$ cat config.mk
export PLATFORM = sky130hd
export DESIGN_NAME = accel_tap_detect_rate_ctrl
export DESIGN_NICKNAME = d
export VERILOG_FILES = /design/src/hw/accel_tap_detect_rate_ctrl.v /design/src/hw/axis_tap_detector.v /design/src/hw/sample_rate_gen.v
export VERILOG_INCLUDE_DIRS = /design/src /design/src/hw
export SDC_FILE = /design/constraint.sdc
export NUM_CORES = 1
export LEC_CHECK = 0
export BUFFER_PORTS_ARGS = -buffer_cell sky130_fd_sc_hd__buf_2
export CAP_MARGIN = 20
export CELL_PAD_IN_SITES_DETAIL_PLACEMENT = 2
export CELL_PAD_IN_SITES_GLOBAL_PLACEMENT = 2
export CORE_UTILIZATION = 30
export CTS_CLUSTER_SIZE = 30
export DETAILED_ROUTE_END_ITERATION = 6
export PLACE_DENSITY = 0.65
export SYNTH_ARGS = -nofsm -noshare
export SYNTH_HDL_FRONTEND = slang
export SYNTH_HIERARCHICAL = 1
export SYNTH_SLANG_ARGS = --single-unit
$ cat constraint.sdc
create_clock -name clk -period 6.95 [get_ports clk]
set_input_delay 1.7375 -clock clk [delete_from_list [all_inputs] [get_ports clk]]
set_output_delay 1.7375 -clock clk [all_outputs]
set_load 0.02 [all_outputs]
$ cat src/hw/accel_tap_map.vh
// Register offsets, field positions, reset values and timing for the tap and rate block
`ifndef ACCEL_TAP_MAP_VH
`define ACCEL_TAP_MAP_VH

// ----------------------------------------------------------------------------
// Register offsets
// ----------------------------------------------------------------------------
`define ADDR_EVENT_FLAGS       8'h03
`define ADDR_IRQ_ENABLE        8'h06
`define ADDR_OPERATING_STATE   8'h07
`define ADDR_RATE_TAP_FEATURE  8'h08
`define ADDR_TAP_CONTROL       8'h09
`define ADDR_TAP_X_PARAMS      8'h0a
`define ADDR_TAP_Y_PARAMS      8'h0b
`define ADDR_TAP_Z_PARAMS      8'h0c

// ----------------------------------------------------------------------------
// Reset values
// ----------------------------------------------------------------------------
`define RESET_BYTE             8'h00
`define RESET_NIBBLE           4'h0
`define RESET_STATE            2'h0

// ----------------------------------------------------------------------------
// Fields of sample_rate_tap_feature
// ----------------------------------------------------------------------------
`define RATE_LSB               0
`define RATE_MSB               3
`define X_SWAP_BIT             4
`define Y_SWAP_BIT             5
`define Z_SWAP_BIT             6
`define LATCH_MODE_BIT         7

// ----------------------------------------------------------------------------
// Fields of tap_control and the parameter registers
// ----------------------------------------------------------------------------
`define DETECT_ENABLE_MSB      5
`define PARAM_BANK_SELECT_BIT  6
`define GLOBAL_TAP_ENABLE_BIT  7
`define DURATION_LSB           0
`define DURATION_MSB           3
`define QUIET_LSB              4
`define QUIET_MSB              7

// ----------------------------------------------------------------------------
// Operating states
// ----------------------------------------------------------------------------
`define STATE_STANDBY          2'h0
`define STATE_WAKE             2'h1

// ----------------------------------------------------------------------------
// Rate codes and timing
// ----------------------------------------------------------------------------
`define RATE_32HZ              4'h0
`define RATE_16HZ              4'h1
`define RATE_8HZ               4'h2
`define RATE_4HZ               4'h3
`define RATE_2HZ               4'h4
`define RATE_1HZ               4'h5
`define RATE_HALF_HZ           4'h6
`define RATE_QUARTER_HZ        4'h7
`define RATE_64HZ              4'h8
`define RATE_128HZ             4'h9
`define RATE_256HZ             4'ha
`define CLK_HZ                 50000000

`endif

$ cat src/hw/accel_tap_detect_rate_ctrl.v
// Output data rate control, tap detection, tap flags and tap interrupt pin
//
// How it works
// - Rate codes 0-7 give 32 down to 0.25 Hz; 8-10 give 64-256 Hz.
// - Per-axis swap bits 4,5,6 exchange positive and negative tap direction.
// - Latch bit clear: every enabled tap sets its flag; flags accumulate.
// - Latch bit set: only the first tap recorded until status read at 0x03.
// - Tap control bits 5:0 enable each axis and direction separately.
// - Tap control bit 7 is a global enable over all per-direction enables.
// - Tap control bit 6 steers writes at 0x0a-0x0c to duration or threshold.
// - Duration view: quiet count in bits 7:4, duration count in bits 3:0.
// - Threshold view: full 8-bit threshold, stored apart from duration/quiet.
// - Events above threshold longer than the duration count give no tap.
// - After a tap the axis ignores quiet-count samples, then re-arms.
// - Tap considered only when magnitude reaches the 8-bit unsigned threshold.
// - Flags set and clear regardless of interrupt enables; enables gate pin.
// - Operating state: 00 standby (reset), 01 wake, others reserved.
`timescale 1ns/1ps
`include "accel_tap_map.vh"
module accel_tap_detect_rate_ctrl #(
    parameter [31:0] CLK_HZ = `CLK_HZ
) (
    // Clock and reset
    input  wire        clk,
    input  wire        rst_b,
    // Register write port
    input  wire        wr_en,
    input  wire [7:0]  wr_addr,
    input  wire [7:0]  wr_data,
    // Register read port
    input  wire        rd_en,
    input  wire [7:0]  rd_addr,
    output reg  [7:0]  rd_data,
    output reg         rd_valid,
    // Samples from the converter, same clock
    input  wire [15:0] x_sample,
    input  wire [15:0] y_sample,
    input  wire [15:0] z_sample,
    // Status and interrupt
    output reg  [5:0]  tap_flags,
    output reg         accel_irq_pin
);

// ----------------------------------------------------------------------------
// Configuration registers
// ----------------------------------------------------------------------------
reg  [7:0]  sample_rate_tap_feature;
reg  [7:0]  tap_control;
reg  [7:0]  irq_enable_reg;
reg  [1:0]  operating_state;
reg  [7:0]  duration_bank [0:2];
reg  [7:0]  threshold_bank [0:2];

// ----------------------------------------------------------------------------
// Decoded controls
// ----------------------------------------------------------------------------
wire [3:0]  rate_code;
wire        latch_mode;
wire        param_bank_select;
wire        global_enable;
wire [5:0]  detect_enable;
wire [2:0]  direction_swap;
wire        wake;
wire        sample_strobe;
wire [15:0] samples [0:2];
wire [5:0]  taps;

assign rate_code         = sample_rate_tap_feature[`RATE_MSB:`RATE_LSB];
assign latch_mode        = sample_rate_tap_feature[`LATCH_MODE_BIT];
assign param_bank_select = tap_control[`PARAM_BANK_SELECT_BIT];
assign global_enable     = tap_control[`GLOBAL_TAP_ENABLE_BIT];
assign direction_swap    = {sample_rate_tap_feature[`Z_SWAP_BIT],
                            sample_rate_tap_feature[`Y_SWAP_BIT],
                            sample_rate_tap_feature[`X_SWAP_BIT]};

// Reserved state codes keep the block idle, as standby does
assign wake = (operating_state == `STATE_WAKE);

// Per-direction enables are ignored while the global enable is low
assign detect_enable = tap_control[`DETECT_ENABLE_MSB:0] & {6{global_enable}};

assign samples[0] = x_sample;
assign samples[1] = y_sample;
assign samples[2] = z_sample;

// ----------------------------------------------------------------------------
// Register writes
// ----------------------------------------------------------------------------
wire        param_write;
wire [1:0]  param_index;

assign param_write = wr_en &&
                     (wr_addr >= `ADDR_TAP_X_PARAMS) &&
                     (wr_addr <= `ADDR_TAP_Z_PARAMS);
assign param_index = wr_addr[1:0] - 2'h2;

always @(posedge clk or negedge rst_b) begin
    if (!rst_b) begin
        sample_rate_tap_feature <= `RESET_BYTE;
        tap_control             <= `RESET_BYTE;
        irq_enable_reg          <= `RESET_BYTE;
        operating_state         <= `RESET_STATE;
    end else if (wr_en) begin
        case (wr_addr)
            `ADDR_RATE_TAP_FEATURE: sample_rate_tap_feature <= wr_data;
            `ADDR_TAP_CONTROL:      tap_control             <= wr_data;
            `ADDR_IRQ_ENABLE:       irq_enable_reg          <= wr_data;
            `ADDR_OPERATING_STATE:  operating_state         <= wr_data[1:0];
            default: begin
                // Other offsets are held elsewhere or unmapped; writes drop
            end
        endcase
    end
end

// ----------------------------------------------------------------------------
// Per-axis parameter storage and detectors
// ----------------------------------------------------------------------------
genvar axis;
generate
    for (axis = 0; axis < 3; axis = axis + 1) begin : g_axis
        // Two separate stores share one offset; the bank bit picks the target
        always @(posedge clk or negedge rst_b) begin
            if (!rst_b) begin
                duration_bank[axis]  <= `RESET_BYTE;
                threshold_bank[axis] <= `RESET_BYTE;
            end else if (param_write && (param_index == axis)) begin
                if (param_bank_select) begin
                    threshold_bank[axis] <= wr_data;
                end else begin
                    duration_bank[axis] <= wr_data;
                end
            end
        end

        axis_tap_detector u_detector (
            .clk            (clk),
            .rst_b          (rst_b),
            .sample_strobe  (sample_strobe),
            .sample         (samples[axis]),
            .threshold      (threshold_bank[axis]),
            .max_samples    (duration_bank[axis][`DURATION_MSB:`DURATION_LSB]),
            .quiet_samples  (duration_bank[axis][`QUIET_MSB:`QUIET_LSB]),
            .direction_swap (direction_swap[axis]),
            .pos_enable     (detect_enable[2*axis]),
            .neg_enable     (detect_enable[2*axis+1]),
            .tap_pos        (taps[2*axis]),
            .tap_neg        (taps[2*axis+1])
        );
    end
endgenerate

// ----------------------------------------------------------------------------
// Sample rate
// ----------------------------------------------------------------------------
sample_rate_gen #(
    .CLK_HZ (CLK_HZ)
) u_rate (
    .clk           (clk),
    .rst_b         (rst_b),
    .run           (wake),
    .rate_code     (rate_code),
    .sample_strobe (sample_strobe)
);

// ----------------------------------------------------------------------------
// Tap flags
// ----------------------------------------------------------------------------
reg  [5:0]  next_tap_flags;
reg  [5:0]  accepted;
reg         flags_cleared;
reg         accept_new;

always @* begin
    flags_cleared = rd_en && (rd_addr == `ADDR_EVENT_FLAGS);
    next_tap_flags = flags_cleared ? 6'h00 : tap_flags;
    // A read in the same cycle frees the latch, so an arriving tap is kept
    accept_new = !latch_mode || flags_cleared || (tap_flags == 6'h00);
    if (latch_mode) begin
        // Simultaneous taps: lowest flag position is taken as the first
        accepted = taps & (6'h00 - taps);
    end else begin
        accepted = taps;
    end
    if (!accept_new) begin
        accepted = 6'h00;
    end
    next_tap_flags = next_tap_flags | accepted;
end

always @(posedge clk or negedge rst_b) begin
    if (!rst_b) begin
        tap_flags <= 6'h00;
    end else begin
        tap_flags <= next_tap_flags;
    end
end

// ----------------------------------------------------------------------------
// Interrupt pin
// ----------------------------------------------------------------------------
// Detect enables already gate the flags, so an interrupt enable alone
// cannot raise the pin for a direction that is not detected.
always @(posedge clk or negedge rst_b) begin
    if (!rst_b) begin
        accel_irq_pin <= 1'b0;
    end else begin
        accel_irq_pin <= |(next_tap_flags & irq_enable_reg[5:0]);
    end
end

// ----------------------------------------------------------------------------
// Register reads
// ----------------------------------------------------------------------------
// Configuration registers are write-only; only the flags read back.
always @(posedge clk or negedge rst_b) begin
    if (!rst_b) begin
        rd_data  <= 8'h00;
        rd_valid <= 1'b0;
    end else begin
        rd_valid <= rd_en;
        if (rd_en && (rd_addr == `ADDR_EVENT_FLAGS)) begin
            rd_data <= {2'b00, tap_flags};
        end else begin
            rd_data <= 8'h00;
        end
    end
end

endmodule // accel_tap_detect_rate_ctrl

$ cat src/hw/axis_tap_detector.v
// Tap detector for one axis: threshold, duration limit, quiet time and swap
`timescale 1ns/1ps
module axis_tap_detector (
    // Clock and reset
    input  wire        clk,
    input  wire        rst_b,
    input  wire        sample_strobe,
    // Sample, two's complement
    input  wire [15:0] sample,
    // Settings
    input  wire [7:0]  threshold,
    input  wire [3:0]  max_samples,
    input  wire [3:0]  quiet_samples,
    input  wire        direction_swap,
    input  wire        pos_enable,
    input  wire        neg_enable,
    // Detected taps
    output reg         tap_pos,
    output reg         tap_neg
);

localparam [1:0] IDLE   = 2'h0;
localparam [1:0] ABOVE  = 2'h1;
localparam [1:0] REJECT = 2'h2;
localparam [1:0] QUIET  = 2'h3;

reg  [1:0]  state;
reg  [3:0]  count;
reg         event_neg;
wire [15:0] abs_sample = sample[15] ? (16'h0000 - sample) : sample;
wire [7:0]  magnitude  = (abs_sample[15:8] != 8'h00) ? 8'hff : abs_sample[7:0];
wire        over       = (magnitude >= threshold);
wire        raw_neg    = sample[15] ^ direction_swap;
wire        allowed    = event_neg ? neg_enable : pos_enable;

// ----------------------------------------------------------------------------
// Event tracking
// ----------------------------------------------------------------------------
always @(posedge clk or negedge rst_b) begin
    if (!rst_b) begin
        state     <= IDLE;
        count     <= 4'h0;
        event_neg <= 1'b0;
        tap_pos   <= 1'b0;
        tap_neg   <= 1'b0;
    end else begin
        tap_pos <= 1'b0;
        tap_neg <= 1'b0;
        if (sample_strobe) begin
            case (state)
                IDLE: begin
                    if (over) begin
                        event_neg <= raw_neg;
                        count     <= 4'h1;
                        state     <= (max_samples == 4'h0) ? REJECT : ABOVE;
                    end
                end
                ABOVE: begin
                    if (over) begin
                        if (count >= max_samples) begin
                            state <= REJECT;
                        end else begin
                            count <= count + 4'h1;
                        end
                    end else if (allowed) begin
                        tap_pos <= ~event_neg;
                        tap_neg <= event_neg;
                        count   <= quiet_samples;
                        state   <= (quiet_samples == 4'h0) ? IDLE : QUIET;
                    end else begin
                        state <= IDLE;
                    end
                end
                REJECT: begin
                    // Long events must fall below threshold before re-arming
                    if (!over) begin
                        state <= IDLE;
                    end
                end
                QUIET: begin
                    if (count <= 4'h1) begin
                        state <= IDLE;
                    end
                    count <= count - 4'h1;
                end
                default: state <= IDLE;
            endcase
        end
    end
end

endmodule // axis_tap_detector

$ cat src/hw/sample_rate_gen.v
// Sample strobe generator for the selected output data rate
`timescale 1ns/1ps
`include "accel_tap_map.vh"
module sample_rate_gen #(
    parameter [31:0] CLK_HZ = `CLK_HZ
) (
    // Clock and reset
    input  wire        clk,
    input  wire        rst_b,
    // Control
    input  wire        run,
    input  wire [3:0]  rate_code,
    // Strobe
    output reg         sample_strobe
);

// ----------------------------------------------------------------------------
// Period selection
// ----------------------------------------------------------------------------
reg  [31:0] period;
reg  [31:0] count;
reg         rate_valid;

always @* begin
    rate_valid = 1'b1;
    case (rate_code)
        `RATE_32HZ:       period = CLK_HZ / 32;
        `RATE_16HZ:       period = CLK_HZ / 16;
        `RATE_8HZ:        period = CLK_HZ / 8;
        `RATE_4HZ:        period = CLK_HZ / 4;
        `RATE_2HZ:        period = CLK_HZ / 2;
        `RATE_1HZ:        period = CLK_HZ;
        `RATE_HALF_HZ:    period = CLK_HZ * 2;
        `RATE_QUARTER_HZ: period = CLK_HZ * 4;
        `RATE_64HZ:       period = CLK_HZ / 64;
        `RATE_128HZ:      period = CLK_HZ / 128;
        `RATE_256HZ:      period = CLK_HZ / 256;
        default: begin
            // Reserved codes stop sampling rather than guess a rate
            period     = 32'h0000_0001;
            rate_valid = 1'b0;
        end
    endcase
end

// ----------------------------------------------------------------------------
// Divider
// ----------------------------------------------------------------------------
always @(posedge clk or negedge rst_b) begin
    if (!rst_b) begin
        count         <= 32'h0000_0000;
        sample_strobe <= 1'b0;
    end else if (!run || !rate_valid) begin
        count         <= 32'h0000_0000;
        sample_strobe <= 1'b0;
    end else if (count + 32'h0000_0001 >= period) begin
        count         <= 32'h0000_0000;
        sample_strobe <= 1'b1;
    end else begin
        count         <= count + 32'h0000_0001;
        sample_strobe <= 1'b0;
    end
end

endmodule // sample_rate_gen

==> results of run 1 <==
[final cells by class]
cell class / count / area, um2
flip-flops and latches: 146 / 3650
clock buffers: 18 / 439
repair buffers: 94 / 489
well taps: 448 / 561
multi-input cells: 844 / 6320
clock inverters: 14 / 191
fillers: 3727 / 21900
inverters: 73 / 274
[power by group]
group / internal, mW / leakage [nW] / switching, mW
Clock: 0.588 / 0.310 / 0.418
Combinational: 0.284 / 2.98 / 0.398
Sequential: 0.910 / 1.98 / 0.0968
[layer usage]
layer / track usage / vias up / share of wire
met1: 0.241 / 4287 / 0.49
met5: 0 / - / 0
li1: - / 4075 / -
met2: 0.311 / 85 / 0.48
met4: 0.0353 / 0 / 0.0081
met3: 0.0292 / 22 / 0.020
[metrics by stage]
stage               total power, mW   util  hold slack [ns]
floorplan                      1.46      -            0.471
global placement               1.69  0.334            0.484
detailed placement             1.71  0.334            0.491
CTS                            2.74  0.353            0.507
global route                   2.87  0.353            0.520
finish                         2.70  0.353            0.503
[cells by family after synthesis]
kind of cell	count (synthesis)	synth area share
fa+ha+maj	89	0.107
xor+xnor	60	0.0507
buf+inv	104	0.0410
simple gates	394	0.209
mux	96	0.104
flops	146	0.352
compound gates	199	0.135
other cells	2	0.000724
[worst max-delay path: cells and delay by family]
kind                     cells  cell delay (ns)
AO/OA/AOI/OAI                5             2.18
AND/OR/NAND/NOR              6             1.45
multiplexers                 1             0.33
adder cells (fa/ha/maj)      1             0.22
buffers and inverters        1             0.11
[worst max path at each step]
stage                     start  slack, ns                            end
global route        z_sample[6]       0.90  g_axis[2].u_detector/count[1]
global placement    y_sample[8]       0.77  g_axis[1].u_detector/count[1]
finish              x_sample[6]       1.23  g_axis[0].u_detector/count[1]
detailed placement  y_sample[6]       0.63  g_axis[1].u_detector/count[1]
floorplan           z_sample[8]       1.59  g_axis[2].u_detector/count[1]
CTS                 y_sample[6]       1.09  g_axis[1].u_detector/count[1]
[cells in the final DEF, fill, tap and decap left out, types with 5 or more instances in the layout]
cell	Yosys	routed
o211ai_1	6	6
nand2b_1	10	10
a2111oi_0	6	6
and2_1	27	27
nand2_1	119	119
ha_1	89	89
nor4b_1	7	7
buf_2	1	88
and4_1	6	6
clkbuf_16	0	17
inv_1	73	73
or3_1	14	14
mux2_2	88	88
a21oi_1	36	36
o21ai_0	46	46
a21o_1	8	8
o31ai_1	26	23
o21a_1	11	11
nor2b_1	6	6
nand3_1	24	24
conb_1	2	6
dfrtp_1	146	146
nor3_1	20	20
nor4_1	17	17
nor3b_1	12	12
buf_4	2	5
a22oi_1	5	5
a21boi_0	6	6
mux2i_1	7	7
xor2_1	30	30
nor2_1	77	77
a311oi_1	6	6
or2_2	8	8
o22ai_1	9	9
inv_6	0	5
xnor2_1	30	30
nand4_1	10	10
[cell usage after synthesis (all sizes together), types with 8 or more instances]
| master | n | area (um2) |
|---|---|---|
| nor4b | 8 | 85.1 |
| buf | 10 | 72.6 |
| mux2i | 8 | 83.8 |
| xor2 | 30 | 263 |
| nor3b | 15 | 134 |
| ha | 89 | 1110 |
| clkbuf | 21 | 78.8 |
| o22ai | 9 | 56.3 |
| o21ai | 47 | 235 |
| o21a | 11 | 82.6 |
| and4 | 8 | 73.8 |
| o31ai | 26 | 195 |
| dfrtp | 146 | 3650 |
| nand3 | 27 | 150 |
| a21oi | 36 | 180 |
| nand2b | 10 | 62.6 |
| mux2 | 88 | 991 |
| nand2 | 119 | 447 |
| or4 | 8 | 75.1 |
| nor2 | 77 | 289 |
| xnor2 | 30 | 263 |
| nor4 | 21 | 183 |
| nor3 | 23 | 136 |
| and2 | 28 | 176 |
| a21o | 8 | 60.1 |
| inv | 73 | 274 |
| or3 | 21 | 151 |
| or2 | 9 | 56.3 |
| a2111oi | 10 | 150 |
| nand4 | 10 | 62.6 |
==> impl_results.md, run 1 <==
- Status: completed
- Worst Max-Slew Pin Slew: 1.01 ns
- DRC Markers: 0
- Layout cells sized above 1: 0.221
- Longest Clk Path Bufs: 2
- Number of synthesized register bits: 146
- Dpl cells: ~1,600
- Vias: about 8,500
- Post-synth EDFFs: 0
- Hold violation count in the final report: 0
- GPL Wtd Cong: approximately 0.8
- Slowest library cell on the worst path: a2111oi_0
- Crit-path cells: buf_2 > or3_1 > nor4_4 > nor3_1 > a2111o_1 > a2111oi_4 > and2_1 > ha_1 > nand2b_1 > a2111oi_0 > o31ai_2 > o21ai_0 > or2_2 > mux2_2
- Max Freq: about 0.17 GHz
- Max H-tree Level: 4
- Largest Register: u_rate/count
- Mean Syn Cell Area: 9.51 um2
- Worst Clk Skew: 0.0135 ns
- Die W: 188 um
- Pin count of the biggest net entering global routing: 92
- Placed cell area: approximately 11,000 um2
- Fin crit period: approximately 5.7 ns
- Worst vdd ir: 171 uV
- Clock sink count: roughly 150
- DRT Pass-1 Iters: 4
- CP endpoint kind: flop
- Synth Cell Area: slightly above 10,000 um2
- I/O Pins: 92
- WS Path Type: in2reg
- CTS tree: done
- TritonCTS Buffers: 17
- R2R Setup Slk: roughly 2.1 ns
- Fin cells: between 1,500 and 2,000
- Biggest regs: u_rate/count: 32 flops, duration_bank: 24 flops, threshold_bank: 24 flops
- Placeable Area: roughly 34,000 um2
- Initial DRC Count: approximately 270
- First-pass GRT wire length: between 50 and 60 mm
- Routed vias/inst: 5.17
- HP Class: reg2reg
- Crit path DAT: about 6 ns
- Area delta synth->final: 15.0%
- Wirelength per Cell: roughly 19 um
- Mapped Cells: around 1,100
- # diodes: 0
- Port buffer count: 89
- Startpoint types: input port
- Clock root cell: clkbuf_16
- Fin area: around 12,000 um2
- Max reg flops: 32
- Antenna violations before repair: 0
- Vias in the first global route: about 9,500
- WHS Path Cells: 1
- Max-cap viol count: 0
- Critical Path RT: 7.27 ns
- CP max FO: 8
- Predominant post-synthesis flop cell: dfrtp_1
- Final setup margin: approximately 1.2 ns
- Post-CTS setup buffers: 0
- FP Rows: 67
- Setup TNS: 0 ns
- Die ar.: between 30,000 and 40,000 um2
- Antenna-violating nets left: 0
- Sequential share of the synthesized area: 0.352
- RSZ-0062 raised after global routing: no
- CTS resizes: 0
- Nets: between 1,000 and 1,500
- Ys Warns: 6
- Final setup viols: 0
- P per Cell Area: 226 nW/um2
- Die Ht: around 190 um
- Dpl ws: about 0.63 ns
- Hpwl dp: approximately 23 mm
- Max stage delay on crit path: between 0.6 and 0.7 ns
- Tot GR Track Use: 0.182
- Max Slew Vio Count: 0
- Final period util: 0.822
- Drt total wl: between 30 and 40 mm
- FF-to-FF path depth: 13
- Post-CTS Hold Buffers: 0
- Initial core utilization: 0.307
- Crit Reg-Reg Startpoint: u_rate/count[0]
- Post-synth cell types: 75
- Relative slew margins: 0.328
- Synth async-reset ratio: 1.00
- R2r endpoint: u_rate/sample_strobe
- Worst skew pair latency: around 0.44 ns
- Clock-pin transition on the worst setup and hold timing paths: about 0.07 ns
- GR Overflow Total: 0
- Leakage: about 5.3 nW
- Hold_sp: operating_state[0]
- Worst Hold Path EP: operating_state[0]
Power figures use the tool's default switching activity.
==> inputs of run 2 (changes only) <==
--- a/config.mk
+++ b/config.mk
@@ -13,7 +13,7 @@
 export CORE_UTILIZATION = 30
 export CTS_CLUSTER_SIZE = 30
 export DETAILED_ROUTE_END_ITERATION = 6
-export PLACE_DENSITY = 0.65
+export PLACE_DENSITY = 0.68
 export SYNTH_ARGS = -nofsm -noshare
 export SYNTH_HDL_FRONTEND = slang
 export SYNTH_HIERARCHICAL = 1
==> constraint.sdc (replaced) <==
create_clock -name clk -period 4.7 [get_ports clk]
set_input_delay 1.175 -clock clk [delete_from_list [all_inputs] [get_ports clk]]
set_output_delay 1.175 -clock clk [all_outputs]
set_load 0.02 [all_outputs]
==> run 2 against run 1 <==
Clock-buffer cell count rose by 4. Flip-flop and latch count unchanged. Final cell count grew 4.1%. Clock power increased by 50%. Worst hold slack better by 0.0019 ns. Via count rose by 4.1%. Worst setup slack lost 1.2 ns. Clock skew is 0.0056 ns lower. Register-to-register slack lost 1.6 ns. First-iteration DRC count is 10% higher. Die area stayed put.
==> impl_results.md, run 2 (synthesized netlist as in run 1, its figures left out) <==
- Status: completed
- Most frequent cells in the layout: dfrtp_1, nand2_1, buf_2
- Flop pwr share: 0.364 (-0.010)
- Fin crit period: ~4.6 ns
- Clock root cell: clkbuf_16
- Fillcell total: 3,669 (-1.6%)
- GR Util met3: 0.0279 (-0.00131)
- # diodes: 0 (unchanged)
- Largest Register: u_rate/count
- Worst skew pair latency: 0.43 ns (about the same)
- Worst Clk Skew: 0.00791 ns (-0.00562 ns)
- GRT met1 Usage: 0.235 (-0.00532)
- Antenna violations before repair: 1 (+1)
- Switching Share: 0.322 (-0.0172)
- Max stage delay on crit path: 0.54 ns (-0.09 ns)
- Nets: 1,409 (+5.1%)
- Max-cap viol count: 0 (unchanged)
- Slowest library cell on the worst path: or4_4
- Relative slew margins: 0.474 (+0.147)
- Worst Max-Slew Pin Slew: 0.788 ns (-0.220 ns)
- CP max FO: 6 (-2)
- CTS tree: done
- Crit path launch: z_sample[8]
- GRT met2 Usage: 0.330 (+0.0189)
- Initial DRC Count: 292 (+10%)
- TritonCTS Buffers: 17 (unchanged)
- Critical path's top delay family: simple AND/OR/NAND/NOR gates
- Max reg flops: 32 (unchanged)
- Switching power: 1.32 mW (+44%)
- Grt peak-use layer: met2
- Hold_sp: tap_control[4]
- Max Freq: between 0.2 and 0.25 GHz
- DRC Markers: 0 (unchanged)
- First-pass GRT wire length: 52.4 mm (+2.2%)
- Layout cells sized above 1: 0.275 (+0.0535)
- Biggest regs: u_rate/count: 32 flops, duration_bank: 24 flops, threshold_bank: 24 flops
- Final period util: 0.985
- Wirelength per Cell: 18.8 um (+0.93%)
- I/O Pins: 92 (unchanged)
- Antenna-violating nets left: 0 (unchanged)
- Final setup viols: 0 (unchanged)
- Seq. cell area: 3650 um2 (unchanged)
- Initial core utilization: 0.307 (unchanged)
- Comb pwr share: 0.268 (+0.015)
- Crit path DAT: 4.94 ns (-1.10 ns)
- HP Class: reg2reg
- Tot GR Track Use: 0.186 (+0.00444)
- Longest Clk Path Bufs: 2 (unchanged)
- Die Ht: 188 um (unchanged)
- Clock power share: 0.369 (-0.004)
- Max H-tree Level: 4 (unchanged)
- Pin count of the biggest net entering global routing: 111 (+21%)
- Vias: 8,814 (+4.1%)
- Hpwl dp: 24.1 mm (+6.0%)
- Final Power: 4.10 mW (+52%)
- Worst vdd ir: 262 uV (+53%)
- Port buffer count: 89 (unchanged)
- Most common cell after layout, fill and taps aside: dfrtp_1
- Clock-pin transition on the worst setup and hold timing paths: 0.06 ns (about the same)
- Max Slew Vio Count: 0 (unchanged)
- P per Cell Area: 324 nW/um2 (+43%)
- RSZ-0062 raised after global routing: yes
- Int Power: 2.78 mW (+56%)
- DRT Pass-1 Iters: 4 (unchanged)
- Routed vias/inst: 5.17 (about the same)
- Critical Path RT: 5.01 ns (-2.26 ns)
- GPL Wtd Cong: 0.798 (-0.13%)
- Hold violation count in the final report: 0 (unchanged)
- Vias in the first global route: 9,840 (+3.4%)
- Placeable Area: 33,800 um2 (unchanged)
- Drt total wl: 32.0 mm (+5.1%)
- Crit Reg-Reg Startpoint: u_rate/count[2]
- Startpoint types: input port
- Crit-path cells: buf_2 > or4_4 > nor4_4 > nor3_2 > a2111o_1 > a2111oi_4 > buf_4 > nand2_1 > ha_1 > nand4_1 > o31ai_4 > mux2_4 > or2_4 > mux2_2
- CP endpoint kind: flop
- Multi-input logic area: 6510 um2 (+3.1%)
- Fin area: 12,700 um2 (+6.3%)
- Buffers plus inverters on the worst setup path: 2 (+1)
- Placed cell area: 11,800 um2 (+4.7%)
- Post-CTS Hold Buffers: 0 (unchanged)
- Area delta synth->final: 22.3%
- FP Rows: 67 (unchanged)
- Die ar.: 35,300 um2 (unchanged)
- WS Path Type: in2reg
- Die W: 188 um (unchanged)
- GR Overflow Total: 0 (unchanged)
- Leakage: 5.64 nW (+6.9%)
- Clock sink count: 146 (unchanged)
## run 2: cell count changes in the layout (fill, tap and decap cells not counted), moves of 4 or more
cell,previous run,this run
clkinv_4,4,0
inv_6,5,1
o21ai_1,1,5
o21ai_0,46,42
clkbuf_1,0,4
buf_4,5,69
## run 2: area by class of cell
class / count / area share
Clock inverter: 9 / 0.0141
Sequential cell: 146 / 0.288
Inverter: 73 / 0.0216
Tap cell: 448 / 0.0442
Multi-Input combinational cell: 844 / 0.514
Timing Repair Buffer: 162 / 0.0820
Clock buffer: 22 / 0.0358
## run 2: repair_timing
item,4_1_cts,5_1_grt
endpoints found under the setup margin,0,13
setup buffers,0,4
resized for setup,0,30
## run 2: final timing paths
path | endpoint | slack (ns) | cells after the start
max | g_axis[2].u_detector/count[1] | 0.07 | 14
min | tap_control[4] | 0.50 | 1
max reg2reg | u_rate/count[13] | 0.50 | 13
min reg2reg | tap_control[4] | 0.50 | 1
max in group asynchronous | threshold_bank[19] | 3.05 | 3
min in group asynchronous | g_axis[2].u_detector/count[2] | 0.58 | 1
## run 2: per-layer routing
metal / vias up / wire, um
li1: 4203 / -
met1: 4500 / 14900
met2: 87 / 16100
met3: 24 / 678
met4: 0 / 346
met5: - / 0
## run 2: worst register-to-register path, stage by stage (launching register included)
cell and delay, ns:
dfrtp_1 0.47, nand3_2 0.22, or3_2 0.51, nor2_1 0.35
nand3_1 0.16, xnor2_1 0.25, ha_1 0.30, a21oi_1 0.15
o21ai_1 0.12, a2111oi_2 0.33, a31oi_1 0.18, or4_1 0.61
buf_4 0.22, nor3b_1 0.23
## run 2: per-stage QoR
stage	utilization	hold slack, ns	cells	setup TNS (ns)	setup slack (ns)
2_1_floorplan	-	0.471	1094	-0.159	-0.0531
3_3_place_gp	0.350	0.480	1668	-3.11	-0.233
3_5_place_dp	0.350	0.493	1668	-5.44	-0.419
4_1_cts	0.368	0.507	1699	0	0.0268
5_1_grt	0.375	0.520	1704	-0.437	-0.0874
6_report	0.375	0.505	1704	0	0.0723
## run 2: power by group through the flow
| stage | sequential [mW] | clock (mW) | combinational [mW] |
|---|---|---|---|
| floorplan | 1.46 | 0 | 0.707 |
| global placement | 1.51 | 0 | 1.02 |
| detailed placement | 1.52 | 0 | 1.07 |
| CTS | 1.50 | 1.55 | 1.08 |
| global route | 1.51 | 1.59 | 1.24 |
| finish | 1.49 | 1.51 | 1.10 |
